--- config.mk ---
export PLATFORM = sky130hd
export DESIGN_NAME = cam_position_restoration
export DESIGN_NICKNAME = d
export VERILOG_FILES = /design/src/inc/cam_restore_pkg.sv /design/src/core/prev_store.sv /design/src/core/axil_regs.sv /design/src/core/cam_position_restoration.sv
export SDC_FILE = /design/constraint.sdc
export NUM_CORES = 2
export LEC_CHECK = 0
export BUFFER_PORTS_ARGS = -buffer_cell sky130_fd_sc_hd__buf_4
export CORE_MARGIN = 2
export CORE_UTILIZATION = 30
export DETAILED_ROUTE_END_ITERATION = 8
export PLACE_DENSITY_LB_ADDON = 0.08
export SLEW_MARGIN = 25
export SYNTH_ARGS = -nofsm -noshare
export SYNTH_HDL_FRONTEND = slang
export SYNTH_HIERARCHICAL = 1
export SYNTH_SLANG_ARGS = --single-unit
--- constraint.sdc ---
create_clock -name aclk -period 184.7 [get_ports aclk]
set_input_delay 9.235 -clock aclk [delete_from_list [all_inputs] [get_ports aclk]]
set_output_delay 9.235 -clock aclk [all_outputs]
set_load 0.01 [all_outputs]
--- src/inc/cam_restore_pkg.sv ---
package cam_restore_pkg;
    // Register byte offsets.
    localparam logic [7:0] OFF_CTRL = 8'h00;
    localparam logic [7:0] OFF_METHOD = 8'h04;
    localparam logic [7:0] OFF_MAIN_INIT = 8'h08;
    localparam logic [7:0] OFF_STD_INIT = 8'h0C;
    localparam logic [7:0] OFF_CYCLE_LEN = 8'h10;
    localparam logic [7:0] OFF_TABLE = 8'h14;
    localparam logic [7:0] OFF_STROKE = 8'h18;
    localparam logic [7:0] OFF_CLUTCH = 8'h1C;
    localparam logic [7:0] OFF_COMP = 8'h20;
    localparam logic [7:0] OFF_COMP_TIME = 8'h24;
    localparam logic [7:0] OFF_STATUS = 8'h28;
    localparam logic [7:0] OFF_MAIN_CUR = 8'h2C;
    localparam logic [7:0] OFF_STD_CUR = 8'h30;
    localparam logic [7:0] OFF_CAM_CUR = 8'h34;
    // Field positions inside the method register.
    localparam int MAIN_SEL_LSB = 0;
    localparam int TARGET_SEL_LSB = 4;
    localparam int STD_SEL_LSB = 8;
    localparam int CAM_SEL_LSB = 12;
    localparam int MAIN_UNIT_LSB = 16;
    // Method selector codes.
    localparam logic [1:0] SEL_0 = 2'h0;
    localparam logic [1:0] SEL_1 = 2'h1;
    localparam logic [1:0] SEL_2 = 2'h2;
    // Main shaft input selection codes.
    localparam logic [1:0] UNIT_POSITIONING = 2'h1;
    localparam logic [1:0] UNIT_ENCODER = 2'h2;
    // Standard position range limit.
    localparam logic signed [31:0] STD_LIMIT = 32'sd999999;
    // Reset values.
    localparam logic [31:0] RESET_WORD = 32'h00000000;
    // Bus response codes.
    localparam logic [1:0] RESP_OKAY = 2'h0;
    localparam logic [1:0] RESP_SLVERR = 2'h2;
    // Sequencer states.
    typedef enum logic [2:0] {ST_IDLE, ST_MAIN, ST_STD, ST_CAM, ST_RUN} seq_state_t;
endpackage

--- src/core/prev_store.sv ---
`timescale 1ns/100ps
`default_nettype none
// Volatile holder for a previous value with a valid flag; power loss clears it.
module prev_store
    import cam_restore_pkg::*;
#(
    parameter int WIDTH = 32
) (
    input wire logic aclk,
    input wire logic aresetn,
    input wire logic save,
    input wire logic [WIDTH-1:0] save_value,
    output logic [WIDTH-1:0] value,
    output logic valid
);
    logic [WIDTH-1:0] value_ff;
    logic [WIDTH-1:0] nxt_value;
    logic valid_ff;
    logic nxt_valid;

    // Capture a value on save.
    always_comb begin
        nxt_value = value_ff;
        nxt_valid = valid_ff;
        if (save) begin
            nxt_value = save_value;
            nxt_valid = 1'b1;
        end
    end

    // Register only; reset clears the content.
    always_ff @(posedge aclk) begin
        if (!aresetn) begin
            value_ff <= WIDTH'(RESET_WORD);
            valid_ff <= 1'b0;
        end else begin
            value_ff <= nxt_value;
            valid_ff <= nxt_valid;
        end
    end

    assign value = value_ff;
    assign valid = valid_ff;
endmodule
`default_nettype wire

--- src/core/axil_regs.sv ---
`timescale 1ns/100ps
`default_nettype none
// AXI4-Lite slave front end: one write and one read at a time.
module axil_regs
    import cam_restore_pkg::*;
(
    input wire logic aclk,
    input wire logic aresetn,
    input wire logic [7:0] s_axi_awaddr,
    input wire logic s_axi_awvalid,
    output logic s_axi_awready,
    input wire logic [31:0] s_axi_wdata,
    input wire logic [3:0] s_axi_wstrb,
    input wire logic s_axi_wvalid,
    output logic s_axi_wready,
    output logic [1:0] s_axi_bresp,
    output logic s_axi_bvalid,
    input wire logic s_axi_bready,
    input wire logic [7:0] s_axi_araddr,
    input wire logic s_axi_arvalid,
    output logic s_axi_arready,
    output logic [31:0] s_axi_rdata,
    output logic [1:0] s_axi_rresp,
    output logic s_axi_rvalid,
    input wire logic s_axi_rready,
    output logic wr_en,
    output logic [7:0] wr_addr,
    output logic [31:0] wr_data,
    output logic [3:0] wr_strb,
    input wire logic wr_ok,
    output logic [7:0] rd_addr,
    input wire logic [31:0] rd_data,
    input wire logic rd_ok
);
    logic aw_ff, nxt_aw, w_ff, nxt_w, b_ff, nxt_b, r_ff, nxt_r;
    logic [7:0] awa_ff, nxt_awa;
    logic [31:0] wd_ff, nxt_wd, rd_ff, nxt_rd;
    logic [3:0] ws_ff, nxt_ws;
    logic [1:0] br_ff, nxt_br, rr_ff, nxt_rr;

    // Address and data are taken in either order; the response follows both.
    always_comb begin
        nxt_aw = aw_ff;
        nxt_w = w_ff;
        nxt_b = b_ff;
        nxt_awa = awa_ff;
        nxt_wd = wd_ff;
        nxt_ws = ws_ff;
        nxt_br = br_ff;
        if (s_axi_awvalid && !aw_ff && !b_ff) begin
            nxt_aw = 1'b1;
            nxt_awa = s_axi_awaddr;
        end
        if (s_axi_wvalid && !w_ff && !b_ff) begin
            nxt_w = 1'b1;
            nxt_wd = s_axi_wdata;
            nxt_ws = s_axi_wstrb;
        end
        if (aw_ff && w_ff) begin
            nxt_aw = 1'b0;
            nxt_w = 1'b0;
            nxt_b = 1'b1;
            nxt_br = wr_ok ? RESP_OKAY : RESP_SLVERR;
        end
        if (b_ff && s_axi_bready) begin
            nxt_b = 1'b0;
        end
    end

    // Read answers one cycle after the address is taken.
    always_comb begin
        nxt_r = r_ff;
        nxt_rd = rd_ff;
        nxt_rr = rr_ff;
        if (s_axi_arvalid && !r_ff) begin
            nxt_r = 1'b1;
            nxt_rd = rd_ok ? rd_data : RESET_WORD;
            nxt_rr = rd_ok ? RESP_OKAY : RESP_SLVERR;
        end else if (r_ff && s_axi_rready) begin
            nxt_r = 1'b0;
        end
    end

    // Register the channel state.
    always_ff @(posedge aclk) begin
        if (!aresetn) begin
            aw_ff <= 1'b0;
            w_ff <= 1'b0;
            b_ff <= 1'b0;
            r_ff <= 1'b0;
            awa_ff <= 8'h00;
            wd_ff <= RESET_WORD;
            ws_ff <= 4'h0;
            br_ff <= RESP_OKAY;
            rd_ff <= RESET_WORD;
            rr_ff <= RESP_OKAY;
        end else begin
            aw_ff <= nxt_aw;
            w_ff <= nxt_w;
            b_ff <= nxt_b;
            r_ff <= nxt_r;
            awa_ff <= nxt_awa;
            wd_ff <= nxt_wd;
            ws_ff <= nxt_ws;
            br_ff <= nxt_br;
            rd_ff <= nxt_rd;
            rr_ff <= nxt_rr;
        end
    end

    assign s_axi_awready = s_axi_awvalid && !aw_ff && !b_ff;
    assign s_axi_wready = s_axi_wvalid && !w_ff && !b_ff;
    assign s_axi_bvalid = b_ff;
    assign s_axi_bresp = br_ff;
    assign s_axi_arready = s_axi_arvalid && !r_ff;
    assign s_axi_rvalid = r_ff;
    assign s_axi_rdata = rd_ff;
    assign s_axi_rresp = rr_ff;
    assign wr_en = aw_ff && w_ff;
    assign wr_addr = awa_ff;
    assign wr_data = wd_ff;
    assign wr_strb = ws_ff;
    assign rd_addr = s_axi_araddr;
endmodule
`default_nettype wire

--- src/core/cam_position_restoration.sv ---
`timescale 1ns/100ps
`default_nettype none
// Operation
// - Switch-updated settings are latched only when cam control is switched on.
// - Main cycle start: 0 previous, 1 initial value, 2 from input axis.
// - Restore target: 0 cam cycle value, 1 standard position, 2 feed value; 2 is handled like 1, no feed value is restored.
// - Standard position source: 0 feed value, 1 initial value, 2 previous.
// - Keep last standard position; use feed value when none was saved.
// - Previous values are volatile and cleared after power loss.
// - Cam cycle source: 0 previous, 1 initial value, 2 main cycle value.
// - Keep last run's cam cycle value as the next previous value.
// - Main initial value unit follows positioning or encoder unit by input selection.
// - Main initial value accepted only from zero to cycle length minus one.
// - Compensation and clutch smoothing use time constants in milliseconds.
// - Standard initial value used only for method 1, within plus minus 999999.
module cam_position_restoration
    import cam_restore_pkg::*;
(
    input wire logic aclk,
    input wire logic aresetn,
    input wire logic [7:0] s_axi_awaddr,
    input wire logic s_axi_awvalid,
    output logic s_axi_awready,
    input wire logic [31:0] s_axi_wdata,
    input wire logic [3:0] s_axi_wstrb,
    input wire logic s_axi_wvalid,
    output logic s_axi_wready,
    output logic [1:0] s_axi_bresp,
    output logic s_axi_bvalid,
    input wire logic s_axi_bready,
    input wire logic [7:0] s_axi_araddr,
    input wire logic s_axi_arvalid,
    output logic s_axi_arready,
    output logic [31:0] s_axi_rdata,
    output logic [1:0] s_axi_rresp,
    output logic s_axi_rvalid,
    input wire logic s_axi_rready,
    input wire logic [31:0] input_axis_pos,
    input wire logic [31:0] feed_current_value,
    input wire logic [31:0] cam_cycle_run_value,
    output logic cam_output_enable,
    output logic [31:0] main_cycle_out,
    output logic [31:0] cam_cycle_out,
    output logic [31:0] std_pos_out,
    output logic [1:0] main_unit_source,
    output logic [31:0] cam_cycle_length,
    output logic [15:0] cam_table_number,
    output logic [31:0] cam_stroke_amount,
    output logic [1:0] clutch_smooth_method,
    output logic [15:0] clutch_smooth_time,
    output logic [31:0] comp_target_position,
    output logic [15:0] comp_time_constant
);
    // Software-side settings; these become active only at a switch.
    logic [31:0] ctrl_ff, nxt_ctrl, method_ff, nxt_method;
    logic [31:0] main_init_ff, nxt_main_init, std_init_ff, nxt_std_init;
    logic [31:0] len_ff, nxt_len, table_ff, nxt_table, stroke_ff, nxt_stroke;
    logic [31:0] clutch_ff, nxt_clutch, comp_ff, nxt_comp, ctime_ff, nxt_ctime;
    logic wr_en, wr_ok, rd_ok;
    logic [7:0] wr_addr, rd_addr;
    logic [31:0] wr_data, rd_data;
    logic [3:0] wr_strb;
    logic [31:0] main_prev, std_prev, cam_prev;
    logic main_prev_ok, std_prev_ok, cam_prev_ok;
    logic save_std, save_cam, save_main;
    logic [31:0] cam_saved;
    // Active copies latched at the switch.
    logic [31:0] a_method_ff, nxt_a_method, a_main_init_ff, nxt_a_main_init;
    logic [31:0] a_std_init_ff, nxt_a_std_init;
    logic [31:0] a_len_ff, nxt_a_len, a_table_ff, nxt_a_table;
    logic [31:0] a_stroke_ff, nxt_a_stroke, a_clutch_ff, nxt_a_clutch;
    logic [31:0] a_comp_ff, nxt_a_comp, a_ctime_ff, nxt_a_ctime;
    logic [31:0] main_ff, nxt_main, std_ff, nxt_std, cam_ff, nxt_cam;
    logic run_ff, nxt_run, enable_d_ff, nxt_enable_d, range_err_ff, nxt_range_err;
    seq_state_t state_ff, nxt_state;
    logic [1:0] main_sel, target_sel, std_sel, cam_sel;
    logic switch_on, switch_off;
    logic signed [31:0] std_init_s;

    axil_regs u_bus (
        .aclk(aclk), .aresetn(aresetn),
        .s_axi_awaddr(s_axi_awaddr), .s_axi_awvalid(s_axi_awvalid),
        .s_axi_awready(s_axi_awready), .s_axi_wdata(s_axi_wdata),
        .s_axi_wstrb(s_axi_wstrb), .s_axi_wvalid(s_axi_wvalid),
        .s_axi_wready(s_axi_wready), .s_axi_bresp(s_axi_bresp),
        .s_axi_bvalid(s_axi_bvalid), .s_axi_bready(s_axi_bready),
        .s_axi_araddr(s_axi_araddr), .s_axi_arvalid(s_axi_arvalid),
        .s_axi_arready(s_axi_arready), .s_axi_rdata(s_axi_rdata),
        .s_axi_rresp(s_axi_rresp), .s_axi_rvalid(s_axi_rvalid),
        .s_axi_rready(s_axi_rready), .wr_en(wr_en), .wr_addr(wr_addr),
        .wr_data(wr_data), .wr_strb(wr_strb), .wr_ok(wr_ok),
        .rd_addr(rd_addr), .rd_data(rd_data), .rd_ok(rd_ok)
    );

    // Previous values live in reset-cleared flops only.
    prev_store #(.WIDTH(32)) u_prev_main (
        .aclk(aclk), .aresetn(aresetn), .save(save_main), .save_value(main_ff),
        .value(main_prev), .valid(main_prev_ok)
    );
    prev_store #(.WIDTH(32)) u_prev_std (
        .aclk(aclk), .aresetn(aresetn), .save(save_std), .save_value(std_ff),
        .value(std_prev), .valid(std_prev_ok)
    );
    prev_store #(.WIDTH(32)) u_prev_cam (
        .aclk(aclk), .aresetn(aresetn), .save(save_cam), .save_value(cam_saved),
        .value(cam_prev), .valid(cam_prev_ok)
    );

    // Byte-lane merge helper for register writes.
    function automatic logic [31:0] merge(input logic [31:0] old, input logic [31:0] d,
                                          input logic [3:0] s);
        logic [31:0] r;
        r = old;
        for (int i = 0; i < 4; i++) begin
            if (s[i]) begin
                r[i*8 +: 8] = d[i*8 +: 8];
            end
        end
        return r;
    endfunction

    // Register writes; status and current values are read-only.
    always_comb begin
        nxt_ctrl = ctrl_ff;
        nxt_method = method_ff;
        nxt_main_init = main_init_ff;
        nxt_std_init = std_init_ff;
        nxt_len = len_ff;
        nxt_table = table_ff;
        nxt_stroke = stroke_ff;
        nxt_clutch = clutch_ff;
        nxt_comp = comp_ff;
        nxt_ctime = ctime_ff;
        wr_ok = 1'b1;
        if (wr_en) begin
            unique case (wr_addr)
                OFF_CTRL: nxt_ctrl = merge(ctrl_ff, wr_data, wr_strb);
                OFF_METHOD: nxt_method = merge(method_ff, wr_data, wr_strb);
                OFF_MAIN_INIT: nxt_main_init = merge(main_init_ff, wr_data, wr_strb);
                OFF_STD_INIT: nxt_std_init = merge(std_init_ff, wr_data, wr_strb);
                OFF_CYCLE_LEN: nxt_len = merge(len_ff, wr_data, wr_strb);
                OFF_TABLE: nxt_table = merge(table_ff, wr_data, wr_strb);
                OFF_STROKE: nxt_stroke = merge(stroke_ff, wr_data, wr_strb);
                OFF_CLUTCH: nxt_clutch = merge(clutch_ff, wr_data, wr_strb);
                OFF_COMP: nxt_comp = merge(comp_ff, wr_data, wr_strb);
                OFF_COMP_TIME: nxt_ctime = merge(ctime_ff, wr_data, wr_strb);
                OFF_STATUS, OFF_MAIN_CUR, OFF_STD_CUR, OFF_CAM_CUR: wr_ok = 1'b1;
                default: wr_ok = 1'b0;
            endcase
        end
    end

    // Register read mux.
    always_comb begin
        rd_data = RESET_WORD;
        rd_ok = 1'b1;
        unique case (rd_addr)
            OFF_CTRL: rd_data = ctrl_ff;
            OFF_METHOD: rd_data = method_ff;
            OFF_MAIN_INIT: rd_data = main_init_ff;
            OFF_STD_INIT: rd_data = std_init_ff;
            OFF_CYCLE_LEN: rd_data = len_ff;
            OFF_TABLE: rd_data = table_ff;
            OFF_STROKE: rd_data = stroke_ff;
            OFF_CLUTCH: rd_data = clutch_ff;
            OFF_COMP: rd_data = comp_ff;
            OFF_COMP_TIME: rd_data = ctime_ff;
            OFF_STATUS: rd_data = {26'h0, std_prev_ok, cam_prev_ok, main_prev_ok,
                                   range_err_ff, run_ff, state_ff == ST_IDLE};
            OFF_MAIN_CUR: rd_data = main_ff;
            OFF_STD_CUR: rd_data = std_ff;
            OFF_CAM_CUR: rd_data = cam_ff;
            default: rd_ok = 1'b0;
        endcase
    end

    assign switch_on = ctrl_ff[0] && !enable_d_ff;
    assign switch_off = !ctrl_ff[0] && enable_d_ff;
    assign main_sel = a_method_ff[MAIN_SEL_LSB +: 2];
    assign target_sel = a_method_ff[TARGET_SEL_LSB +: 2];
    assign std_sel = a_method_ff[STD_SEL_LSB +: 2];
    assign cam_sel = a_method_ff[CAM_SEL_LSB +: 2];
    assign std_init_s = $signed(a_std_init_ff);
    // The cam value of a run is saved at its end, or when a run is replaced.
    assign cam_saved = cam_cycle_run_value;
    assign save_cam = run_ff && (switch_off || switch_on);
    assign save_std = state_ff == ST_CAM;
    assign save_main = switch_off && run_ff;

    // Switch-time latch and restoration sequencer.
    always_comb begin
        nxt_enable_d = ctrl_ff[0];
        nxt_a_method = a_method_ff;
        nxt_a_main_init = a_main_init_ff;
        nxt_a_std_init = a_std_init_ff;
        nxt_a_len = a_len_ff;
        nxt_a_table = a_table_ff;
        nxt_a_stroke = a_stroke_ff;
        nxt_a_clutch = a_clutch_ff;
        nxt_a_comp = a_comp_ff;
        nxt_a_ctime = a_ctime_ff;
        nxt_state = state_ff;
        nxt_main = main_ff;
        nxt_std = std_ff;
        nxt_cam = cam_ff;
        nxt_run = run_ff;
        nxt_range_err = range_err_ff;
        if (switch_on) begin
            nxt_a_method = method_ff;
            nxt_a_main_init = main_init_ff;
            nxt_a_std_init = std_init_ff;
            nxt_a_len = len_ff;
            nxt_a_table = table_ff;
            nxt_a_stroke = stroke_ff;
            nxt_a_clutch = clutch_ff;
            nxt_a_comp = comp_ff;
            nxt_a_ctime = ctime_ff;
            nxt_range_err = 1'b0;
            nxt_run = 1'b0;
            nxt_state = ST_MAIN;
        end else if (switch_off) begin
            nxt_run = 1'b0;
            nxt_state = ST_IDLE;
        end else begin
            unique case (state_ff)
                ST_IDLE: nxt_state = ST_IDLE;
                ST_MAIN: begin
                    unique case (main_sel)
                        SEL_1: begin
                            if (a_main_init_ff < a_len_ff) begin
                                nxt_main = a_main_init_ff;
                            end else begin
                                nxt_main = RESET_WORD;
                                nxt_range_err = 1'b1;
                            end
                        end
                        SEL_2: nxt_main = (a_len_ff == RESET_WORD) ? input_axis_pos
                                          : input_axis_pos % a_len_ff;
                        default: nxt_main = main_prev_ok ? main_prev : RESET_WORD;
                    endcase
                    nxt_state = ST_STD;
                end
                ST_STD: begin
                    if (target_sel == SEL_0) begin
                        nxt_std = std_ff;
                    end else begin
                        unique case (std_sel)
                            SEL_1: begin
                                if (std_init_s > STD_LIMIT || std_init_s < -STD_LIMIT) begin
                                    nxt_std = feed_current_value;
                                    nxt_range_err = 1'b1;
                                end else begin
                                    nxt_std = a_std_init_ff;
                                end
                            end
                            SEL_2: nxt_std = std_prev_ok ? std_prev : feed_current_value;
                            default: nxt_std = feed_current_value;
                        endcase
                    end
                    nxt_state = ST_CAM;
                end
                ST_CAM: begin
                    if (target_sel == SEL_0) begin
                        nxt_cam = cam_prev_ok ? cam_prev : RESET_WORD;
                    end else begin
                        unique case (cam_sel)
                            SEL_1: nxt_cam = a_main_init_ff;
                            SEL_2: nxt_cam = main_ff;
                            default: nxt_cam = cam_prev_ok ? cam_prev : RESET_WORD;
                        endcase
                    end
                    nxt_state = ST_RUN;
                end
                ST_RUN: nxt_run = 1'b1;
                default: nxt_state = ST_IDLE;
            endcase
        end
    end

    // Register the sequencer, active copies and restored values.
    always_ff @(posedge aclk) begin
        if (!aresetn) begin
            ctrl_ff <= RESET_WORD;
            method_ff <= RESET_WORD;
            main_init_ff <= RESET_WORD;
            std_init_ff <= RESET_WORD;
            len_ff <= RESET_WORD;
            table_ff <= RESET_WORD;
            stroke_ff <= RESET_WORD;
            clutch_ff <= RESET_WORD;
            comp_ff <= RESET_WORD;
            ctime_ff <= RESET_WORD;
            a_method_ff <= RESET_WORD;
            a_main_init_ff <= RESET_WORD;
            a_std_init_ff <= RESET_WORD;
            a_len_ff <= RESET_WORD;
            a_table_ff <= RESET_WORD;
            a_stroke_ff <= RESET_WORD;
            a_clutch_ff <= RESET_WORD;
            a_comp_ff <= RESET_WORD;
            a_ctime_ff <= RESET_WORD;
            main_ff <= RESET_WORD;
            std_ff <= RESET_WORD;
            cam_ff <= RESET_WORD;
            run_ff <= 1'b0;
            enable_d_ff <= 1'b0;
            range_err_ff <= 1'b0;
            state_ff <= ST_IDLE;
        end else begin
            ctrl_ff <= nxt_ctrl;
            method_ff <= nxt_method;
            main_init_ff <= nxt_main_init;
            std_init_ff <= nxt_std_init;
            len_ff <= nxt_len;
            table_ff <= nxt_table;
            stroke_ff <= nxt_stroke;
            clutch_ff <= nxt_clutch;
            comp_ff <= nxt_comp;
            ctime_ff <= nxt_ctime;
            a_method_ff <= nxt_a_method;
            a_main_init_ff <= nxt_a_main_init;
            a_std_init_ff <= nxt_a_std_init;
            a_len_ff <= nxt_a_len;
            a_table_ff <= nxt_a_table;
            a_stroke_ff <= nxt_a_stroke;
            a_clutch_ff <= nxt_a_clutch;
            a_comp_ff <= nxt_a_comp;
            a_ctime_ff <= nxt_a_ctime;
            main_ff <= nxt_main;
            std_ff <= nxt_std;
            cam_ff <= nxt_cam;
            run_ff <= nxt_run;
            enable_d_ff <= nxt_enable_d;
            range_err_ff <= nxt_range_err;
            state_ff <= nxt_state;
        end
    end

    // Outputs straight from flops; time constants are in milliseconds.
    assign cam_output_enable = run_ff;
    assign main_cycle_out = main_ff;
    assign std_pos_out = std_ff;
    assign cam_cycle_out = cam_ff;
    assign main_unit_source = a_method_ff[MAIN_UNIT_LSB +: 2];
    assign cam_cycle_length = a_len_ff;
    assign cam_table_number = a_table_ff[15:0];
    assign cam_stroke_amount = a_stroke_ff;
    assign clutch_smooth_method = a_clutch_ff[1:0];
    assign clutch_smooth_time = a_clutch_ff[31:16];
    assign comp_target_position = a_comp_ff;
    assign comp_time_constant = a_ctime_ff[15:0];
endmodule
`default_nettype wire

-- Yosys cells after proc, flatten, opt, wreduce, memory -nomap -nowiden
Index checks and enable logic that the tools add are counted.
- add/sub/neg operators: 0
- reduce and logical (&&, ||, !) cells: 77
- shifts and indexed selects: 0
- bitwise gates (word level): 4
- order comparisons: 3
- div/mod/pow operators: 1
- $mul: 0
- multiplexer cells: 28
- equal/unequal tests: 42
- operator list (cell ; count):
    $pmux W32 S14 ; 1
    $mux W32 ; 8
    $pmux W32 S2 ; 3
    $reduce_and A3 Y1 ; 42
    $eq A8 B6 Y1 const B ; 12
    $eq A8 B5 Y1 const B ; 8
    $eq A8 B4 Y1 const B ; 4
    $gt A32 B21 Y1 const B ; 1
    $logic_not A32 Y1 ; 1
    $lt A32 B21 Y1 const B ; 1
    $lt A32 B32 Y1 ; 1
    $mod A32 B32 Y32 ; 1
    $reduce_or A14 Y1 ; 2
    $eq A8 B3 Y1 const B ; 2
    $logic_not A8 Y1 ; 2
    $logic_and A1 B1 Y1 ; 12
    $mux W1 ; 12
    $pmux W3 S4 ; 1
    $ne A2 B2 Y1 const B ; 5
    $reduce_and A7 Y1 ; 1
    $eq A2 B1 Y1 const B ; 3
    $eq A2 B2 Y1 const B ; 3
    $eq A3 B2 Y1 const B ; 2
    $logic_not A1 Y1 ; 6
    13 further kinds ; 21
- bits of input ports: 155
- bits in writable memories: 0
- word-level logic and storage cells: 228
- ROM bits: 0
- memories kept: 0
- flip-flop bits (word level): 847
- latch bits: 0
- output and inout port bits: 286

-- Logic depth before layout (Yosys ltp)
- word-level depth: 6
- mapped depth: 340
- depth with buffers taken out: 304

-- Hierarchy
The synthesis kept the hierarchy.
- modules (own cells, without submodules) (module ; area each (um^2) ; cells each ; times used ; sequential area each (um^2)):
    cam_position_restoration ; 60324.1 ; 7926 ; 1 ; 12852.3
    prev_store ; 1271.2 ; 105 ; 3 ; 660.6
    axil_regs ; 3199.3 ; 373 ; 1 ; 1641.6

-- Worst setup path before layout
OpenSTA, ideal clock, no wires.
- path type: input-to-reg
- start: input input_axis_pos[31]
- end: register main_ff[25], in the netlist main_cycle_out[25]
- cell stages on the path: 295
- setup time: 0.128 ns
- data arrival time: 77.619 ns
- buffers on the path: 42
- data required time: 184.572 ns
- slack: 106.954 ns
- path through: ha_1 nand3_1 nor2b_1 ha_1 o21a_1 o21ai_0 or3_1 mux2_2 ha_1 o211a_1 nor2_1 nor2_1 nand2_1 o21ai_0 ha_1 o21a_1 or4_1 and3_1 [259 not listed] a2bb2oi_1 clkbuf_1 o21ai_0 fa_1 a21o_1 a221oi_1 o221a_2 a211o_1 nand4_1 a311oi_1 nor3_1 or2_2 clkbuf_1 nor2_1 nand2_1 or3_1 o311ai_0 a21oi_1
- word-level cells in the longest chain between the ends: 3
- ends and longest elaborated chain (what ; line ; source):
    from (decl) ; cam_position_restoration.sv:38 ; input wire logic [31:0] input_axis_pos,
    $mod A32 B32 Y32 ; cam_position_restoration.sv:238 ; : input_axis_pos % a_len_ff;
    $mux W32 ; cam_position_restoration.sv:237 ; SEL_2: nxt_main = (a_len_ff == RESET_WORD) ? input_axis_pos
    $pmux W32 S2 ; cam_position_restoration.sv:228 ; unique case (main_sel)
    to (signal assigned) ; cam_position_restoration.sv:329 ; main_ff <= nxt_main;
    to (decl) ; cam_position_restoration.sv:73 ; logic [31:0] main_ff, nxt_main, std_ff, nxt_std, cam_ff, nxt_cam;
No other way between the ends.
A chain may end at the register's enable or synchronous reset.

-- Worst setup path in the final report
Ends and elaborated chain as after synthesis.

==> out/results.txt <==
Top-area cell type share of the netlist area = 24.5%
Ys async rst share = 0%
Post-synthesis sequential area ratio = 24.5%
Crit-path slowest cell = a21oi_1
Hold-fix buffers, CTS = 0
# Max-Cap Violations = 0
Post_cts resized = 0
NumNets Final = 9,545
Compound-Gate Fraction of Synth Area = 26.5%
RSZ-0062 raised after global routing = false
Crit path max fanout = 27
Setup TNS = 0 ps
Vias in the first global route = 66,229
Worst-Skew Late Latency = 710 ps
Syn-to-layout area delta = 14.3%
Clk_skew = 27.1 ps
Primary FF master, synth = dfxtp_1
Largest net degree at the start of global routing = 211
Syn. warnings = 6
Post-CTS Setup Bufs = 0
Antenna violations before repair = 22
Status = complete, no violations
Distinct cells, synth = 99
Post-synth top area cell = dfxtp_1
Die W = 478 um
Most frequent CP cell = ha_1
Core area = 223,000 sq um
Routed Antenna Nets = 0
Max Freq = 10.5 MHz
Area post-placement = 73,800 sq um
First-pass GRT wire length = 518,000 um
CTS root buffer = clkbuf_16
Clk sinks = 823
CP endpoint kind = flip-flop
Share of cells above drive strength 1 = 11.2%
Number of port buffers = 438
Starting Density = 30.2%
CTS Buffer Depth = 3
Drt first pass iters = 8
Top-level I/O count = 441
H-tree levels = 3
Fin. max-slew vios = 0
Die area = 228,000 sq um
Critical Path RT = 185,270 ps
XOR/XNOR share of the synthesized area = 4.94%
Via count = 68,839
Synth Cell Area = 67,300 sq um
Slew Limit Headroom = 28.1%
Synth Area in Adders = 10.6%
Final worst path period need = 95,160 ps
Post-Route WL = 375,000 um
Largest family of logic cells by synthesized area = compound AO/OA/AOI/OAI gates
WP data arrival = 95,730 ps
Post-route DRC = 0
CTS tree = done
RePlAce Congestion = 0.977
Post-synth EDFFs = 0
Die height = 478 um
Worst path max stage delay = 880 ps
Mean Syn Cell Area = 7.82 sq um
CP top delay family = compound AO/OA/AOI/OAI gates
Period Utilization, post-route = 51.5%
Site row count = 173
Total Routing Usage GR = 31.4%
CP Launch Type = input port
Worst Hold Class = reg -> reg
Top cells by area, synth = dfxtp_1, ha_1, nand2_1
Drt via density = 5.80
Crit Path Category = in -> reg
Clock transition at path regs = 70 ps
Simple logic cell fraction of the synthesized area = 22.0%
Least-Margin Pin Slew = 1070 ps
Flops & latches, synth = 823
WL/cell = 31.6 um
Gate Count Post-Synth = 8,614
TritonCTS Buffers = 90
Post-synthesis mux area share = 7.02%
HPWL Detailed = 291,000 um
Congestion Overflow GR = 0
Setup violators final = 0
Worst Path Buf+Inv = 15
Iteration-0 DRC Markers = 6,646
Final Hold Vio Count = 0
Post-route cell area = 76,900 sq um
## cells in the final DEF (no fill, tap or decap), types with 25 or more instances in the layout
master / instances
a211oi_1: 62
a21boi_0: 309
a21o_1: 186
a21oi_1: 459
a221oi_1: 96
a222oi_1: 48
a22o_1: 60
a22oi_1: 124
a31oi_1: 65
and2_1: 35
and3_1: 52
buf_4: 606
clkbuf_16: 93
dfxtp_1: 822
ha_1: 567
inv_1: 201
mux2_2: 59
mux2i_1: 406
nand2_1: 1141
nand2b_1: 48
nand3_1: 397
nand4_1: 65
nor2_1: 528
nor2b_1: 433
nor3_1: 146
nor4_1: 40
o211a_1: 70
o211ai_1: 112
o21a_1: 134
o21ai_0: 377
o21bai_1: 44
o22ai_1: 25
o31ai_1: 53
or2_2: 49
or3_1: 51
xnor2_1: 232
xor2_1: 148
## final timing paths
check / slack [ps] / cells after the start / from / endpoint
setup / recovery: 89540 / 279 / input_axis_pos[31] / main_cycle_out[25]
hold / removal: 460 / 2 / u_bus/s_axi_rdata[16] / u_bus/s_axi_rdata[16]
setup reg to reg: 96610 / 275 / cam_cycle_length[18] / main_cycle_out[25]
hold reg to reg: 460 / 2 / u_bus/s_axi_rdata[16] / u_bus/s_axi_rdata[16]
## worst reg2reg max path, delay by kind of cell, from the launching register on
family	cells	cell delay, ps
adders and majority gates	30	10810
AOI/OAI and AO/OA	144	47640
muxes	5	1770
and+or+nand+nor	82	23820
buffers and inverters	14	3490
DFF	1	500
## cell usage after synthesis (all sizes together) (212+ instances only)
| cell type | instances |
|---|---|
| clkbuf | 405 |
| dfxtp | 823 |
| a21oi | 461 |
| nand2 | 1141 |
| inv | 212 |
| nor2 | 551 |
| ha | 568 |
| nor2b | 436 |
| mux2i | 406 |
| a21boi | 326 |
| xnor2 | 232 |
| o21ai | 395 |
| nand3 | 398 |
## logic make-up after synthesis
kind of cell / count (synthesis)
compound gates: 2548
xor+xnor: 380
fa+ha+maj: 569
buf+inv: 709
flops: 823
mux: 465
other cells: 1
simple gates: 3119
## per-layer routing
layer  global-route usage, %  vias up  wire length (um)
li1                        -    31989                 -
met1                    38.9    33657            156000
met2                    52.0     2581            172000
met3                    4.04      608             20200
met4                    18.4        4             25700
met5                       0        -                27
## per-stage QoR
step / hold WS, ps / std cells / util [%] / setup WS [ps]
finish: 457 / 11872 / 34.5 / 89540
global route: 478 / 11870 / 34.5 / 83740
CTS: 457 / 11865 / 34.5 / 91090
detailed placement: 447 / 11704 / 33.1 / 90650
global placement: 447 / 11701 / 33.1 / 91040
floorplan: 426 / 8615 / - / 106950
## area by class of cell
| class | instances | area, sq um |
|---|---|---|
| tap | 2975 | 3720 |
| fill | 23534 | 146000 |
| clock inverter | 32 | 448 |
| multi-input combinational | 7083 | 48200 |
| timing repair buffer | 611 | 4630 |
| inverter | 212 | 801 |
| antenna | 7 | 17.5 |
| sequential | 823 | 16500 |
| clock buffer | 129 | 2630 |
Power is not shown: default switching activity piles up to over one toggle a cycle in this logic, so the estimate is an artifact.
